File: config.mk
export PLATFORM = sky130hd
export DESIGN_NAME = plc_line_bank
export DESIGN_NICKNAME = d
export VERILOG_FILES = /design/src/plc_pkg.sv /design/src/plc_line_bank.sv
export SDC_FILE = /design/constraint.sdc
export NUM_CORES = 1
export LEC_CHECK = 0
export BUFFER_PORTS_ARGS = -buffer_cell sky130_fd_sc_hd__buf_2
export CAP_MARGIN = 20
export CELL_PAD_IN_SITES_DETAIL_PLACEMENT = 2
export CELL_PAD_IN_SITES_GLOBAL_PLACEMENT = 2
export CORE_UTILIZATION = 30
export DETAILED_ROUTE_END_ITERATION = 6
export PLACE_DENSITY_LB_ADDON = 0.2
export SLEW_MARGIN = 5
export SYNTH_ARGS = -nofsm -noshare
export SYNTH_HDL_FRONTEND = slang
export SYNTH_SLANG_ARGS = --single-unit
File: constraint.sdc
create_clock -name pclk -period 2.1 [get_ports pclk]
set_input_delay 0.105 -clock pclk [delete_from_list [all_inputs] [get_ports pclk]]
set_output_delay 0.105 -clock pclk [all_outputs]
set_load 0.02 [all_outputs]
File: src/plc_pkg.sv
// register map, reset values and carrier types of the line control bank
package plc_pkg;

    // -----------------------------------------------------------------
    // widths
    // -----------------------------------------------------------------
    localparam int LINES = 32;
    localparam int ADDR_W = 8;

    // -----------------------------------------------------------------
    // register byte offsets
    // -----------------------------------------------------------------
    localparam logic [7:0] OFS_OWN_ENABLE = 8'h00;
    localparam logic [7:0] OFS_OWN_DISABLE = 8'h04;
    localparam logic [7:0] OFS_OWN_STATUS = 8'h08;
    localparam logic [7:0] OFS_DRV_ENABLE = 8'h10;
    localparam logic [7:0] OFS_DRV_DISABLE = 8'h14;
    localparam logic [7:0] OFS_DRV_STATUS = 8'h18;
    localparam logic [7:0] OFS_FLT_ENABLE = 8'h20;
    localparam logic [7:0] OFS_FLT_DISABLE = 8'h24;
    localparam logic [7:0] OFS_FLT_STATUS = 8'h28;
    localparam logic [7:0] OFS_VAL_SET = 8'h30;
    localparam logic [7:0] OFS_VAL_CLEAR = 8'h34;
    localparam logic [7:0] OFS_VAL_READBACK = 8'h38;
    localparam logic [7:0] OFS_PAD_SAMPLE = 8'h3c;
    localparam logic [7:0] OFS_IRQ_ENABLE = 8'h40;
    localparam logic [7:0] OFS_IRQ_DISABLE = 8'h44;
    localparam logic [7:0] OFS_IRQ_MASK = 8'h48;
    localparam logic [7:0] OFS_IRQ_STATUS = 8'h4c;
    localparam logic [7:0] OFS_DWR_ENABLE = 8'ha0;
    localparam logic [7:0] OFS_DWR_DISABLE = 8'ha4;
    localparam logic [7:0] OFS_DWR_STATUS = 8'ha8;

    // -----------------------------------------------------------------
    // reset values
    // -----------------------------------------------------------------
    localparam logic [31:0] RST_ZERO = 32'h0000_0000;
    // ownership reset is product dependent; this default is arbitrary
    localparam logic [31:0] RST_OWN_DEFAULT = 32'hffff_ffff;

    // -----------------------------------------------------------------
    // carrier types
    // -----------------------------------------------------------------
    typedef struct packed {
        logic [31:0] level;
        logic [31:0] enable;
    } plc_pad_drive_t;

endpackage

File: src/plc_line_bank.sv
// 32-line parallel i/o control bank with apb register access
//
// The implementer's own choices: the address map and the APB register port.

// Function
// - ownership status reads 1 where the controller drives, 0 for peripheral.
// - a one written to driver enable turns that line's driver on.
// - a one written to driver disable makes that line input only.
// - driver status reads 1 for driven lines, 0 for pure inputs.
// - a one written to filter enable activates that line's glitch filter.
// - a one written to filter disable deactivates that line's glitch filter.
// - filter status reads 1 where the glitch filter is active.
// - a one written to value set makes that line's drive value 1.
// - a one written to value clear makes that line's drive value 0.
// - readback returns the stored drive values, not the pad levels.
// - readback acts read-only or writable, per line.
// - direct readback writes only change lines enabled in direct write status.
// - pad sample returns each pad's sampled level whatever owner or direction.
// - pad sampling updates only while the clock runs; otherwise holds.
// - a one written to interrupt enable enables that line's change interrupt.
// - filter status resets to all zeros.
module plc_line_bank
#(
    parameter logic [31:0] OWN_RESET = plc_pkg::RST_OWN_DEFAULT
)
(
    input wire logic pclk,
    input wire logic presetn,
    input wire logic clk_en,
    input wire logic psel,
    input wire logic penable,
    input wire logic pwrite,
    input wire logic [plc_pkg::ADDR_W-1:0] paddr,
    input wire logic [31:0] pwdata,
    output logic [31:0] prdata,
    output logic pready,
    output logic pslverr,
    output logic irq,
    input wire logic [plc_pkg::LINES-1:0] pad_in,
    input wire plc_pkg::plc_pad_drive_t periph_drive,
    output plc_pkg::plc_pad_drive_t pad_drive
);
    import plc_pkg::*;

    // -----------------------------------------------------------------
    // state
    // -----------------------------------------------------------------
    logic [31:0] line_ownership_status;
    logic [31:0] output_driver_status;
    logic [31:0] glitch_filter_status;
    logic [31:0] drive_value_readback;
    logic [31:0] direct_write_status;
    logic [31:0] change_irq_mask;
    logic [31:0] change_irq_status;
    logic [31:0] pad_sync1;
    logic [31:0] pad_level_sample;
    logic [31:0] pad_prev;
    logic [31:0] filtered;
    logic [31:0] filtered_prev;

    // -----------------------------------------------------------------
    // apb handshake and decode
    // -----------------------------------------------------------------
    // one wait state: pready rises in the second access cycle
    logic access;
    logic commit;
    logic wr;
    logic rd_start;
    assign access = psel & penable;
    assign commit = access & pready;
    assign wr = commit & pwrite;
    assign rd_start = access & ~pready & ~pwrite;

    // per-register hits
    logic hit_own_en, hit_own_dis, hit_own_st;
    logic hit_drv_en, hit_drv_dis, hit_drv_st;
    logic hit_flt_en, hit_flt_dis, hit_flt_st;
    logic hit_val_set, hit_val_clr, hit_val_rb, hit_pad;
    logic hit_irq_en, hit_irq_dis, hit_irq_mask, hit_irq_st;
    logic hit_dwr_en, hit_dwr_dis, hit_dwr_st;
    logic hit_any;
    assign hit_own_en = (paddr == OFS_OWN_ENABLE);
    assign hit_own_dis = (paddr == OFS_OWN_DISABLE);
    assign hit_own_st = (paddr == OFS_OWN_STATUS);
    assign hit_drv_en = (paddr == OFS_DRV_ENABLE);
    assign hit_drv_dis = (paddr == OFS_DRV_DISABLE);
    assign hit_drv_st = (paddr == OFS_DRV_STATUS);
    assign hit_flt_en = (paddr == OFS_FLT_ENABLE);
    assign hit_flt_dis = (paddr == OFS_FLT_DISABLE);
    assign hit_flt_st = (paddr == OFS_FLT_STATUS);
    assign hit_val_set = (paddr == OFS_VAL_SET);
    assign hit_val_clr = (paddr == OFS_VAL_CLEAR);
    assign hit_val_rb = (paddr == OFS_VAL_READBACK);
    assign hit_pad = (paddr == OFS_PAD_SAMPLE);
    assign hit_irq_en = (paddr == OFS_IRQ_ENABLE);
    assign hit_irq_dis = (paddr == OFS_IRQ_DISABLE);
    assign hit_irq_mask = (paddr == OFS_IRQ_MASK);
    assign hit_irq_st = (paddr == OFS_IRQ_STATUS);
    assign hit_dwr_en = (paddr == OFS_DWR_ENABLE);
    assign hit_dwr_dis = (paddr == OFS_DWR_DISABLE);
    assign hit_dwr_st = (paddr == OFS_DWR_STATUS);
    assign hit_any = hit_own_en | hit_own_dis | hit_own_st
        | hit_drv_en | hit_drv_dis | hit_drv_st
        | hit_flt_en | hit_flt_dis | hit_flt_st
        | hit_val_set | hit_val_clr | hit_val_rb | hit_pad
        | hit_irq_en | hit_irq_dis | hit_irq_mask | hit_irq_st
        | hit_dwr_en | hit_dwr_dis | hit_dwr_st;

    // -----------------------------------------------------------------
    // read data selection
    // -----------------------------------------------------------------
    // command registers are absent from the mux, so they read as zero
    logic [31:0] rd_data;
    assign rd_data =
          ({32{hit_own_st}} & line_ownership_status)
        | ({32{hit_drv_st}} & output_driver_status)
        | ({32{hit_flt_st}} & glitch_filter_status)
        | ({32{hit_val_rb}} & drive_value_readback)
        | ({32{hit_pad}} & pad_level_sample)
        | ({32{hit_irq_mask}} & change_irq_mask)
        | ({32{hit_irq_st}} & change_irq_status)
        | ({32{hit_dwr_st}} & direct_write_status);

    // -----------------------------------------------------------------
    // next register values
    // -----------------------------------------------------------------
    // set/clear pairs: a zero bit leaves its line alone
    logic [31:0] w_own_en, w_own_dis, w_drv_en, w_drv_dis;
    logic [31:0] w_flt_en, w_flt_dis, w_set, w_clr, w_rb;
    logic [31:0] w_irq_en, w_irq_dis, w_irq_clr, w_dwr_en, w_dwr_dis;
    assign w_own_en = {32{wr & hit_own_en}} & pwdata;
    assign w_own_dis = {32{wr & hit_own_dis}} & pwdata;
    assign w_drv_en = {32{wr & hit_drv_en}} & pwdata;
    assign w_drv_dis = {32{wr & hit_drv_dis}} & pwdata;
    assign w_flt_en = {32{wr & hit_flt_en}} & pwdata;
    assign w_flt_dis = {32{wr & hit_flt_dis}} & pwdata;
    assign w_set = {32{wr & hit_val_set}} & pwdata;
    assign w_clr = {32{wr & hit_val_clr}} & pwdata;
    assign w_rb = {32{wr & hit_val_rb}} & direct_write_status;
    assign w_irq_en = {32{wr & hit_irq_en}} & pwdata;
    assign w_irq_dis = {32{wr & hit_irq_dis}} & pwdata;
    assign w_irq_clr = {32{wr & hit_irq_st}} & pwdata;
    assign w_dwr_en = {32{wr & hit_dwr_en}} & pwdata;
    assign w_dwr_dis = {32{wr & hit_dwr_dis}} & pwdata;

    logic [31:0] next_val;
    logic [31:0] next_mask;
    logic [31:0] next_irq_st;
    // direct write replaces only enabled lines; set and clear follow
    assign next_val = ((((drive_value_readback & ~w_rb)
        | (pwdata & w_rb)) | w_set) & ~w_clr);

    // -----------------------------------------------------------------
    // enable/disable pairs
    // -----------------------------------------------------------------
    // ownership: enable hands a line to the controller, disable to
    // the peripheral; the reset owner is a build choice
    plc_setclr_reg #(.WIDTH(LINES), .RESET_VALUE(OWN_RESET)) u_own
    (
        .pclk(pclk),
        .presetn(presetn),
        .clk_en(clk_en),
        .set_bits(w_own_en),
        .clr_bits(w_own_dis),
        .q(line_ownership_status),
        .next_q()
    );

    // output driver: lines start as pure inputs; the pad sees a change
    // one edge after the write, through the pad drive flops
    plc_setclr_reg #(.WIDTH(LINES), .RESET_VALUE(RST_ZERO)) u_drv
    (
        .pclk(pclk),
        .presetn(presetn),
        .clk_en(clk_en),
        .set_bits(w_drv_en),
        .clr_bits(w_drv_dis),
        .q(output_driver_status),
        .next_q()
    );

    // glitch filter: every filter starts inactive after reset
    plc_setclr_reg #(.WIDTH(LINES), .RESET_VALUE(RST_ZERO)) u_flt
    (
        .pclk(pclk),
        .presetn(presetn),
        .clk_en(clk_en),
        .set_bits(w_flt_en),
        .clr_bits(w_flt_dis),
        .q(glitch_filter_status),
        .next_q()
    );

    // interrupt mask: the next value is passed on so irq tracks a
    // mask write in the same edge as the status it gates
    plc_setclr_reg #(.WIDTH(LINES), .RESET_VALUE(RST_ZERO)) u_mask
    (
        .pclk(pclk),
        .presetn(presetn),
        .clk_en(clk_en),
        .set_bits(w_irq_en),
        .clr_bits(w_irq_dis),
        .q(change_irq_mask),
        .next_q(next_mask)
    );

    // direct write enable: picks the lines a readback write may change
    plc_setclr_reg #(.WIDTH(LINES), .RESET_VALUE(RST_ZERO)) u_dwr
    (
        .pclk(pclk),
        .presetn(presetn),
        .clk_en(clk_en),
        .set_bits(w_dwr_en),
        .clr_bits(w_dwr_dis),
        .q(direct_write_status),
        .next_q()
    );

    // -----------------------------------------------------------------
    // input path: synchroniser, glitch filter, change detection
    // -----------------------------------------------------------------
    // a filtered line moves only after two equal samples, so a pulse
    // of one clock is rejected; unfiltered lines follow the sample
    logic [31:0] stable;
    logic [31:0] next_filtered;
    logic [31:0] change_evt;
    assign stable = ~(pad_level_sample ^ pad_prev);
    assign next_filtered = (glitch_filter_status
        & ((stable & pad_level_sample) | (~stable & filtered)))
        | (~glitch_filter_status & pad_level_sample);
    assign change_evt = filtered ^ filtered_prev;
    // a change in the clearing cycle keeps its bit set
    assign next_irq_st = (change_irq_status & ~w_irq_clr) | change_evt;

    // pad drive: owned lines use the controller, others the peripheral
    plc_pad_drive_t next_drive;
    assign next_drive.level = (line_ownership_status & drive_value_readback)
        | (~line_ownership_status & periph_drive.level);
    assign next_drive.enable = (line_ownership_status & output_driver_status)
        | (~line_ownership_status & periph_drive.enable);

    // -----------------------------------------------------------------
    // apb response flops
    // -----------------------------------------------------------------
    // read data is latched as pready rises and held for the transfer
    always_ff @(posedge pclk or negedge presetn)
    begin
        if (!presetn)
        begin
            pready <= 1'b0;
            pslverr <= 1'b0;
            prdata <= RST_ZERO;
        end
        else if (clk_en)
        begin
            pready <= access & ~pready;
            pslverr <= access & ~pready & ~hit_any;
            if (rd_start)
            begin
                prdata <= rd_data;
            end
        end
    end

    // -----------------------------------------------------------------
    // drive value register
    // -----------------------------------------------------------------
    // set, clear and direct write share one flop so they cannot race
    always_ff @(posedge pclk or negedge presetn)
    begin
        if (!presetn)
        begin
            drive_value_readback <= RST_ZERO;
        end
        else if (clk_en)
        begin
            drive_value_readback <= next_val;
        end
    end

    // -----------------------------------------------------------------
    // pad sampling
    // -----------------------------------------------------------------
    // clock enable low freezes the sample, as a stopped clock would
    always_ff @(posedge pclk or negedge presetn)
    begin
        if (!presetn)
        begin
            pad_sync1 <= RST_ZERO;
            pad_level_sample <= RST_ZERO;
            pad_prev <= RST_ZERO;
        end
        else if (clk_en)
        begin
            pad_sync1 <= pad_in;
            pad_level_sample <= pad_sync1;
            pad_prev <= pad_level_sample;
        end
    end

    // -----------------------------------------------------------------
    // filter, interrupt status and interrupt line
    // -----------------------------------------------------------------
    // filtered level and its previous copy feed the change detector
    always_ff @(posedge pclk or negedge presetn)
    begin
        if (!presetn)
        begin
            filtered <= RST_ZERO;
            filtered_prev <= RST_ZERO;
            change_irq_status <= RST_ZERO;
            irq <= 1'b0;
        end
        else if (clk_en)
        begin
            filtered <= next_filtered;
            filtered_prev <= filtered;
            change_irq_status <= next_irq_st;
            irq <= |(next_irq_st & next_mask);
        end
    end

    // -----------------------------------------------------------------
    // pad drive outputs
    // -----------------------------------------------------------------
    // registered so the pads never see decode glitches
    always_ff @(posedge pclk or negedge presetn)
    begin
        if (!presetn)
        begin
            pad_drive <= '0;
        end
        else if (clk_en)
        begin
            pad_drive <= next_drive;
        end
    end

endmodule // plc_line_bank

// -----------------------------------------------------------------
// enable/disable register pair, one bit per line
// -----------------------------------------------------------------
module plc_setclr_reg
#(
    parameter int WIDTH = plc_pkg::LINES,
    parameter logic [WIDTH-1:0] RESET_VALUE = '0
)
(
    input wire logic pclk,
    input wire logic presetn,
    input wire logic clk_en,
    input wire logic [WIDTH-1:0] set_bits,
    input wire logic [WIDTH-1:0] clr_bits,
    output logic [WIDTH-1:0] q,
    output logic [WIDTH-1:0] next_q
);
    import plc_pkg::*;

    // a zero bit in either command leaves its line alone; set and
    // clear come from different addresses so they never meet
    assign next_q = (q | set_bits) & ~clr_bits;

    // only the constant reset value is loaded asynchronously
    always_ff @(posedge pclk or negedge presetn)
    begin
        if (!presetn)
        begin
            q <= RESET_VALUE;
        end
        else if (clk_en)
        begin
            q <= next_q;
        end
    end

endmodule // plc_setclr_reg

Yosys cells after proc, flatten, opt, wreduce, memory -nomap -nowiden
Index checks and enable logic that the tools add are counted.
W data, S select, Z words.
- register bits after elaboration: 483
- equality and inequality tests: 19
- reduce and logical (&&, ||, !) cells: 3
- bitwise logic cells: 115
- operator list (operator ; count):
    $and A32 B32 Y32 ; 40
    $or A32 B32 Y32 ; 19
    $not A32 Y32 ; 12
    $xor A32 B32 Y32 ; 2
    $eq A8 B6 Y1 const B ; 7
    $eq A8 B7 Y1 const B ; 4
    $reduce_or A32 Y1 ; 1
    $eq A8 B5 Y1 const B ; 3
    $eq A8 B8 Y1 const B ; 3
    $and A1 B1 Y1 ; 20
    $or A1 B1 Y1 ; 19
    $eq A8 B3 Y1 const B ; 1
    $eq A8 B4 Y1 const B ; 1
    $logic_not A8 Y1 ; 1
    $not A1 Y1 ; 3
    $reduce_and A2 Y1 ; 1

Logic depth before layout (Yosys ltp)
Gate-level depths: netlist of the first run.
- word-level depth: 22
- mapped depth: 12

Hierarchy
From an unflattened synthesis of the first run, not the netlist that was laid out.
- cell total of the unflattened synthesis: 2824
- area total of the unflattened synthesis: 26763.2 sq um
- by module, submodules not included (module ; instances ; cells an instance ; area an instance (sq um)):
    plc_line_bank ; 1 ; 1989 ; 18327.6
    plc_setclr_reg at u_drv ... ; 4 ; 167 ; 1679.1
    plc_setclr_reg at u_own ; 1 ; 167 ; 1719.1

Worst setup path after synthesis of the first run
OpenSTA, ideal clock, no wires.
- path type: flip-flop to flip-flop
- start: register pready
- end: register irq
- cell stages (with the launch flop): 10
- library setup time: 0.136 ns
- clock period less this slack: 2.173 ns
- buffers on the path: 3
- setup slack: -0.073 ns
- arrival: 2.037 ns
- cells stage by stage: dfrtp_1 > and4_1 > clkbuf_1 > clkbuf_1 > buf_1 > nand3_1 > a21oi_1 > o22ai_1 > nor4_1 > a31oi_1
- longest elaborated chain between the ends: 9
- elaborated cells on any way between the ends: 16
- classes of those cells: bitwise (15); reduce/logical (1)
- RTL lines (item ; RTL line ; source):
    start: declaration ; plc_line_bank.sv:36 ; output logic pready,
    start signal: assignment ; plc_line_bank.sv:256 ; pready <= access & ~pready;
    $and A1 B1 Y1 * ; plc_line_bank.sv:70 ; assign commit = access & pready;
    $and A1 B1 Y1 * ; plc_line_bank.sv:71 ; assign wr = commit & pwrite;
    $and A1 B1 Y1 ; plc_line_bank.sv:142 ; assign w_irq_clr = {32{wr & hit_irq_st}} & pwdata;
    $and A32 B32 Y32 ; plc_line_bank.sv:142 ;
    $not A32 Y32 ; plc_line_bank.sv:233 ; assign next_irq_st = (change_irq_status & ~w_irq_clr) | change_evt;
    $and A32 B32 Y32 ; plc_line_bank.sv:233 ;
    $or A32 B32 Y32 ; plc_line_bank.sv:233 ;
    $and A32 B32 Y32 * ; plc_line_bank.sv:319 ; irq <= |(next_irq_st & next_mask);
    $reduce_or A32 Y1 * ; plc_line_bank.sv:319 ;
    end signal: assignment ; plc_line_bank.sv:319 ;
    end: declaration ; plc_line_bank.sv:38 ; output logic irq,
Every way passes the cells marked *; elsewhere a longest branch is shown, timed or not.
A chain may end at the register's enable or synchronous reset.

Final worst setup path of the first run
Same ends and word-level chain as after synthesis.

==> results of run 1 <==
[critical path, delay by kind of cell (launching register included)]
| family | cells | cell delay, ps |
|---|---|---|
| and+or+nand+nor | 4 | 940 |
| buffers and inverters | 3 | 380 |
| DFF | 1 | 350 |
| muxes | 1 | 230 |
| AOI/OAI and AO/OA | 2 | 230 |
[worst paths after layout]
| path | start | end | slack (ps) | cells after the start |
|---|---|---|---|---|
| setup / recovery | pready | irq | -170 | 10 |
| hold / removal | penable | pready | 20 | 4 |
| setup reg to reg | pready | irq | -170 | 10 |
| hold reg to reg | prdata[1] | prdata[1] | 470 | 1 |
| max in group asynchronous | presetn | u_own.q[23] | 1120 | 3 |
| min in group asynchronous | presetn | pad_sync1[1] | 50 | 2 |
[cells in the final DEF (no fill, tap or decap), types with 4 or more instances in the layout]
master,instances
a21o_1,33
a21oi_1,539
a21oi_2,6
a221oi_1,14
a222oi_1,32
a22o_1,14
a22oi_1,36
a31oi_1,13
a41oi_1,17
and2_1,32
buf_12,53
buf_16,7
buf_2,238
buf_4,119
buf_6,11
clkbuf_1,28
clkbuf_16,61
clkbuf_8,8
clkinv_2,11
dfrtp_1,451
dfstp_2,32
dlygate4sd3_1,131
mux2_2,129
mux2i_1,80
nand2_1,189
nand2_2,8
nand2b_1,34
nand3_1,19
nand4_1,48
nor2_1,177
nor2_4,9
o21ai_0,45
o22ai_1,11
o22ai_2,4
o31ai_1,11
xor2_1,31
[stage by stage]
step / utilization / total power (W) / instances / hold WS (ps)
2_1_floorplan: - / 0.01215 / 2242 / -190.6
3_3_place_gp: 0.3553 / 0.01344 / 3424 / 90.74
3_5_place_dp: 0.3553 / 0.01361 / 3424 / 86.38
4_1_cts: 0.4032 / 0.02387 / 3683 / 1.208
5_1_grt: 0.4054 / 0.02455 / 3690 / 16.04
6_report: 0.4054 / 0.02360 / 3690 / 24.97
[cell families after synthesis]
kind of cell    count (synthesis)  synth area share
flops                         483            0.5398
mux                           210            0.1008
simple gates                  545            0.1104
compound gates                783            0.2005
xor+xnor                       32           0.01248
buf+inv                       189           0.03609
[metal layers]
| layer | vias up | routed length (um) | global-route usage |
|---|---|---|---|
| met5 | - | 0 | 0 |
| met4 | 0 | 2704 | 0.06862 |
| met2 | 449 | 47590 | 0.4315 |
| met1 | 10720 | 42680 | 0.3328 |
| li1 | 8991 | - | - |
| met3 | 143 | 3592 | 0.03062 |
[what timing repair did]
item,in CTS,in global routing
hold buffers,131,0
resized for setup,30,19
buffers inserted,15,4
endpoints found under the setup margin,161,186
hold endpoints to repair,568,0
pin swaps,16,7
gates cloned,5,3
[report_power, final]
| part | internal [W] | total (W) | switching [W] |
|---|---|---|---|
| Sequential | 0.0101 | 0.0108 | 0.000716 |
| Clock | 0.00572 | 0.00989 | 0.00416 |
| Combinational | 0.00131 | 0.00292 | 0.00161 |
| Total | 0.0171 | 0.0236 | 0.00649 |
[area by class of cell]
class                           count  area, um^2
Inverter                            4       15.01
Timing Repair Buffer              564        4868
Clock buffer                       95        1692
Multi-Input combinational cell   1570        9796
Fill cell                        7752       43750
Tap cell                          959        1200
Sequential cell                   483       12130
Clock inverter                     15       132.6
[flip-flops by register name (all words and copies together), names as in the netlist, 32 cells and up, named ones only]
| signal | cells |
|---|---|
| pad_sync1 | 32 |
| pad_level_sample | 32 |
| prdata | 32 |
| pad_prev | 32 |
| change_irq_status | 32 |
| filtered_prev | 32 |
| u_drv.q | 32 |
| pad_drive | 64 |
| u_mask.q | 32 |
| u_dwr.q | 32 |
| u_flt.q | 32 |
| u_own.q | 32 |
| drive_value_readback | 32 |
==> summary.txt, run 1 <==
Flow run
  – Max-Cap Viols: 0

Clock network
  – Sink Count: roughly 480
  – Clk_lat worst skew: ~630 ps
  – CTS max path bufs: 3
  – CTS tree: done
  – Clk root buf: clkbuf_16
  – H-tree Lvls: 2
  – Clock transition at path regs: 60 ps
  – Cts bufs inserted: 59

Timing
  – Slew HR: 0.2542
  – Final setup skew: about 16 ps
  – Max Fclk: ~440 MHz
  – Slew @ Worst Pin: around 1100 ps
  – Setup ws final: -167.2 ps
  – TNS Setup: -1127 ps
  – RSZ-0062 raised after global routing: yes
  – Tcrit/Tclk final: 1.080
  – Final worst path period need: about 2300 ps
  – # setup viols final: 26
  – Fin. Hold Viols: 0
  – Fin. max-slew vios: 0

Synth
  – Syn nets: between 2000 and 2500
  – Post-synth cell types: just under 50
  – Top cell type's share of synthesized area: 0.5024
  – Most common library cells after synthesis: a21oi_1 (545), dfrtp_1 (451), nand2_1 (191)
  – Post-synthesis async set-or-reset flop share: 1.000
  – Ys flop type: dfrtp_1
  – Yosys Warn Count: 0
  – Syn Std Cell Area: about 22000 um^2
  – Synthesis-stage register bit count: roughly 480
  – Post-synthesis average cell area: approximately 10 um^2
  – Synth top area cells: dfrtp_1 (50%), a21oi_1 (12%), mux2_2 (6.5%)
  – Sequential area share after synthesis: 0.5398
  – Post-synth EDFFs: 0
  – Top-count cell post-synth: a21oi_1
  – Leading area contributor after synthesis: dfrtp_1
  – Synthesized netlist cell count: about 2200

Setup path
  – CP cell instances: and4_4 > buf_12 > buf_6 > buf_6 > nand4_1 > mux2i_1 > o22ai_2 > nor4_4 > and3_4 > a31oi_2
  – Arrival time of the worst setup path: about 2800 ps
  – Critical path class: reg2reg
  – WP data required: roughly 2600 ps
  – Crit path top cell by count: buf_6
  – Critical Path End Type: register
  – Crit-path slowest cell: dfrtp_1
  – Critical Path Max Stage Delay: 350 ps
  – Crit path max fanout: 7
  – CP startpoint kind: register

Routing
  – Antenna Violating Nets Remaining: 0
  – Residual DRC: 0
  – Post-detailed-route via-to-cell ratio: 5.503
  – DRT Pass-1 Iters: 5
  – Vias: 20310
  – Starting DRC count in detailed routing: 1304
  – Routed wire length: 96570 um
  – WL per Instance: about 26 um

Run status
  – Violated checks: setup timing
  – Status: finished, violations left

Power
  – Worst vdd ir: 0.5630 mV
  – Pwr Density: about 790 nW/um^2
  – Leak: ~13 nW

Floorplanning
  – # IOs: 241
  – Die ar.: about 76000 um^2
  – Core footprint: around 74000 um^2
  – Die width: around 280 um
  – Starting Density: 0.3053
  – Die span in y: 275.6 um
  – # rows: slightly below 100

Place
  – Final HPWL DP: about 63000 um
  – Placer Congestion: 0.8097
  – Place WS: -459.4 ps
  – Area after DPL: 26140 um^2
  – IO buf count: 240

Global routing
  – All-Layer GR Usage: 0.2515
  – Initial antenna violation count: 1
  – Largest net degree at the start of global routing: between 100 and 150
  – First-pass GRT wire length: around 140000 um
  – Vias in the first global route: 22380
  – GRT Residual Overflow: 0

Final layout
  – Final-stage net count: roughly 2800
  – Area Growth Syn to Fin: 32.79%
  – # diodes: 0
  – Post-route cell area: 29830 um^2
  – Layout cells sized above 1: 0.2677

Min path
  – Hold/Removal Path Class: in2reg
No activity file was read; power rests on OpenSTA's default activity.
==> inputs of run 2 (changes only) <==
CORE_MARGIN = 2   (was default)
CTS_BUF_LIST = sky130_fd_sc_hd__clkbuf_16   (was default)
==> run 2 against run 1 <==
Compared with the run above: the flow finishes with violations (DRC, setup timing); combinational power up 4%; utilization up 0.13 points; clock skew about the same; via count up 0.48%; critical path type unchanged; flip-flop and latch count unchanged; largest power group unchanged.
==> summary.txt, run 2 (synthesis results as in run 1) <==
Run status
  – Status: finished, violations left
  – Violated checks: DRC, setup timing

Routing
  – WL per Instance: 26.33 um (+0.60%)
  – DRT Pass-1 Iters: 7 (+2)
  – Routed wire length: 97990 um (+1.5%)
  – Starting DRC count in detailed routing: 1587 (+22%)
  – Residual DRC: 1 (+1)
  – Vias: 20400 (+0.48%)
  – Antenna Violating Nets Remaining: 0 (unchanged)
  – Post-detailed-route via-to-cell ratio: 5.481 (-0.39%)

Place
  – Place WS: -366.4 ps (+92.96 ps)
  – Final HPWL DP: 63930 um (+1.4%)
  – Placer Congestion: 0.8246 (+1.8%)
  – Placed Instances: 3442 (+0.53%)
  – IO buf count: 240 (unchanged)

Global routing
  – Vias in the first global route: 22640 (+1.2%)
  – Met1 GRT Util: 0.3220 (-0.01074)
  – GRT Residual Overflow: 0 (unchanged)
  – Initial antenna violation count: 2 (+1)
  – Met2 Resource Use GR: 0.4186 (-0.01286)
  – Top Usage Layer GRT: met2
  – All-Layer GR Usage: 0.2445 (-0.007003)
  – Global Route met3 Usage: 0.03318 (+0.002563)
  – First-pass GRT wire length: 144400 um (+0.32%)
  – Largest net degree at the start of global routing: 98 (-25%)

Clock network
  – Clk_lat worst skew: 620 ps (about the same)
  – Sink Count: 483 (unchanged)
  – CTS max path bufs: 3 (unchanged)
  – Clock transition at path regs: 70 ps (about the same)
  – CTS tree: done
  – Clk root buf: clkbuf_16
  – H-tree Lvls: 2 (unchanged)
  – Cts bufs inserted: 57 (-3.4%)

Timing
  – Fin. max-slew vios: 0 (unchanged)
  – Fin. Hold Viols: 0 (unchanged)
  – TNS Setup: -142.2 ps (+984.6 ps)
  – # setup viols final: 10 (-62%)
  – Final setup skew: 16.13 ps (-0.2839 ps)
  – Max Fclk: 458.2 MHz (+3.9%)
  – Setup ws final: -82.67 ps (+84.51 ps)
  – RSZ-0062 raised after global routing: yes
  – Slew @ Worst Pin: 752.9 ps (-365.8 ps)
  – Slew HR: 0.4981 (+0.2439)
  – Tcrit/Tclk final: 1.039 (-0.04024)
  – Final worst path period need: 2183 ps (-84.51 ps)
  – Worst hold slack: 85.74 ps (+60.77 ps)

Setup path
  – Arrival time of the worst setup path: 2680 ps (-80 ps)
  – CP startpoint kind: register
  – Critical path class: reg2reg
  – Critical Path End Type: register
  – WP data required: 2590 ps (about the same)
  – Crit path max fanout: 6 (-1)

Power
  – Combinational power share: 0.131 (+0.007)
  – Pwr Density: 762.6 nW/um^2 (-3.6%)
  – Clock power share: 0.400 (-0.019)
  – Switch share: 0.2814 (+0.006169)
  – Leak: 12.97 nW (+0.94%)
  – Seq pwr share: 0.469 (+0.012)
  – P_sw: 0.006486 W (-0.12%)
  – Cell-internal power: 0.01657 W (-3.1%)
  – Worst vdd ir: 0.5758 mV (+2.3%)

Final layout
  – Area Growth Syn to Fin: 34.56%
  – Layout cells sized above 1: 0.2798 (+0.01213)
  – Most common cell after layout, fill and taps aside: a21oi_1
  – Final-stage net count: 2847 (+0.81%)
  – Final Core Density: 0.4067 (+0.001282)
  – Max reg flops: 64 (unchanged)
  – Commonest non-fill, non-tap cells in the layout: a21oi_1 (502), dfrtp_1 (451), buf_2 (238)
  – Fillers: 7809 (+0.74%)
  – Final non-filler cell total: 3722 (+0.87%)
  – Largest Register: pad_drive

Floorplanning
  – # rows: 100 (+1.0%)
  – Die span in y: 277.6 um (+0.73%)
  – Die width: 277.6 um (+0.73%)
  – # IOs: 241 (unchanged)
  – Die ar.: 77080 um^2 (+1.5%)
  – Core footprint: 74320 um^2 (+1.0%)
  – Starting Density: 0.3023 (-0.003053)

Flow run
  – Max-Cap Viols: 0 (unchanged)

Min path
  – Hold/Removal Path Class: in2async
run 2: changes by cell type in the layout (fill, tap and decap cells not counted), sizes merged:
cell,before,now
buf,431,438
dlygate4sd3,131,144
clkinvlp,0,1
clkbuf,97,64
diode,0,1
clkinv,12,20
inv,5,30
run 2: metrics by stage:
stage / total power [W] / area (um^2)
floorplan: 0.01215 / 22470
global placement: 0.01345 / 26200
detailed placement: 0.01363 / 26200
CTS: 0.02322 / 29600
global route: 0.02402 / 30220
finish: 0.02305 / 30230
run 2: worst max-delay path, stage by stage, from the launching register on:
cell	delay, ps
dfrtp_1	350
and4_4	340
buf_12	160
buf_8	110
nand4_1	170
a21oi_2	190
buf_4	140
o22ai_2	70
nor4_2	380
a31oi_1	120
run 2: power groups by stage:
stage | registers [W] | logic, W | clock network (W)
2_1_floorplan | 0.0108 | 0.00132 | 0
3_3_place_gp | 0.0109 | 0.00258 | 0
3_5_place_dp | 0.0110 | 0.00268 | 0
4_1_cts | 0.0108 | 0.00299 | 0.00943
5_1_grt | 0.0109 | 0.00330 | 0.00981
6_report | 0.0108 | 0.00303 | 0.00922
run 2: layout make-up:
type	count	area [um^2]	area share
flip-flops and latches	483	12130	0.4012
multi-input cells	1570	10000	0.3310
inverters	4	15.01	0.0004967
repair buffers	589	5186	0.1716
clock buffers	57	1426	0.04719
diodes	1	2.502	0.00008279
clock inverters	49	252.7	0.008362
well taps	969	1212	0.04011
run 2: path summary, 6_finish.rpt:
kind	slack (ps)	end	depth (start not counted)	startpoint
setup / recovery	-80	irq	9	pready
hold / removal	90	pad_sync1[1]	2	presetn
setup reg to reg	-80	irq	9	pready
hold reg to reg	480	prdata[0]	1	prdata[0]
max in group asynchronous	1020	u_dwr.q[17]	4	presetn
min in group pclk	160	prdata[11]	4	pwrite
run 2: timing repair:
action | 4_1_cts | 5_1_grt
setup endpoints to repair | 37 | 127
endpoints found under the hold margin | 264 | 0
buffers inserted | 9 | 9
pin swaps | 20 | 22
hold buffers | 144 | 0
gates cloned | 3 | 9
gates resized for setup | 35 | 78
run 2: layer usage:
layer	vias to the layer above	part of all wire
li1	9009	-
met1	10770	0.43
met2	468	0.50
met3	151	0.040
met4	4	0.026
met5	-	0.00028
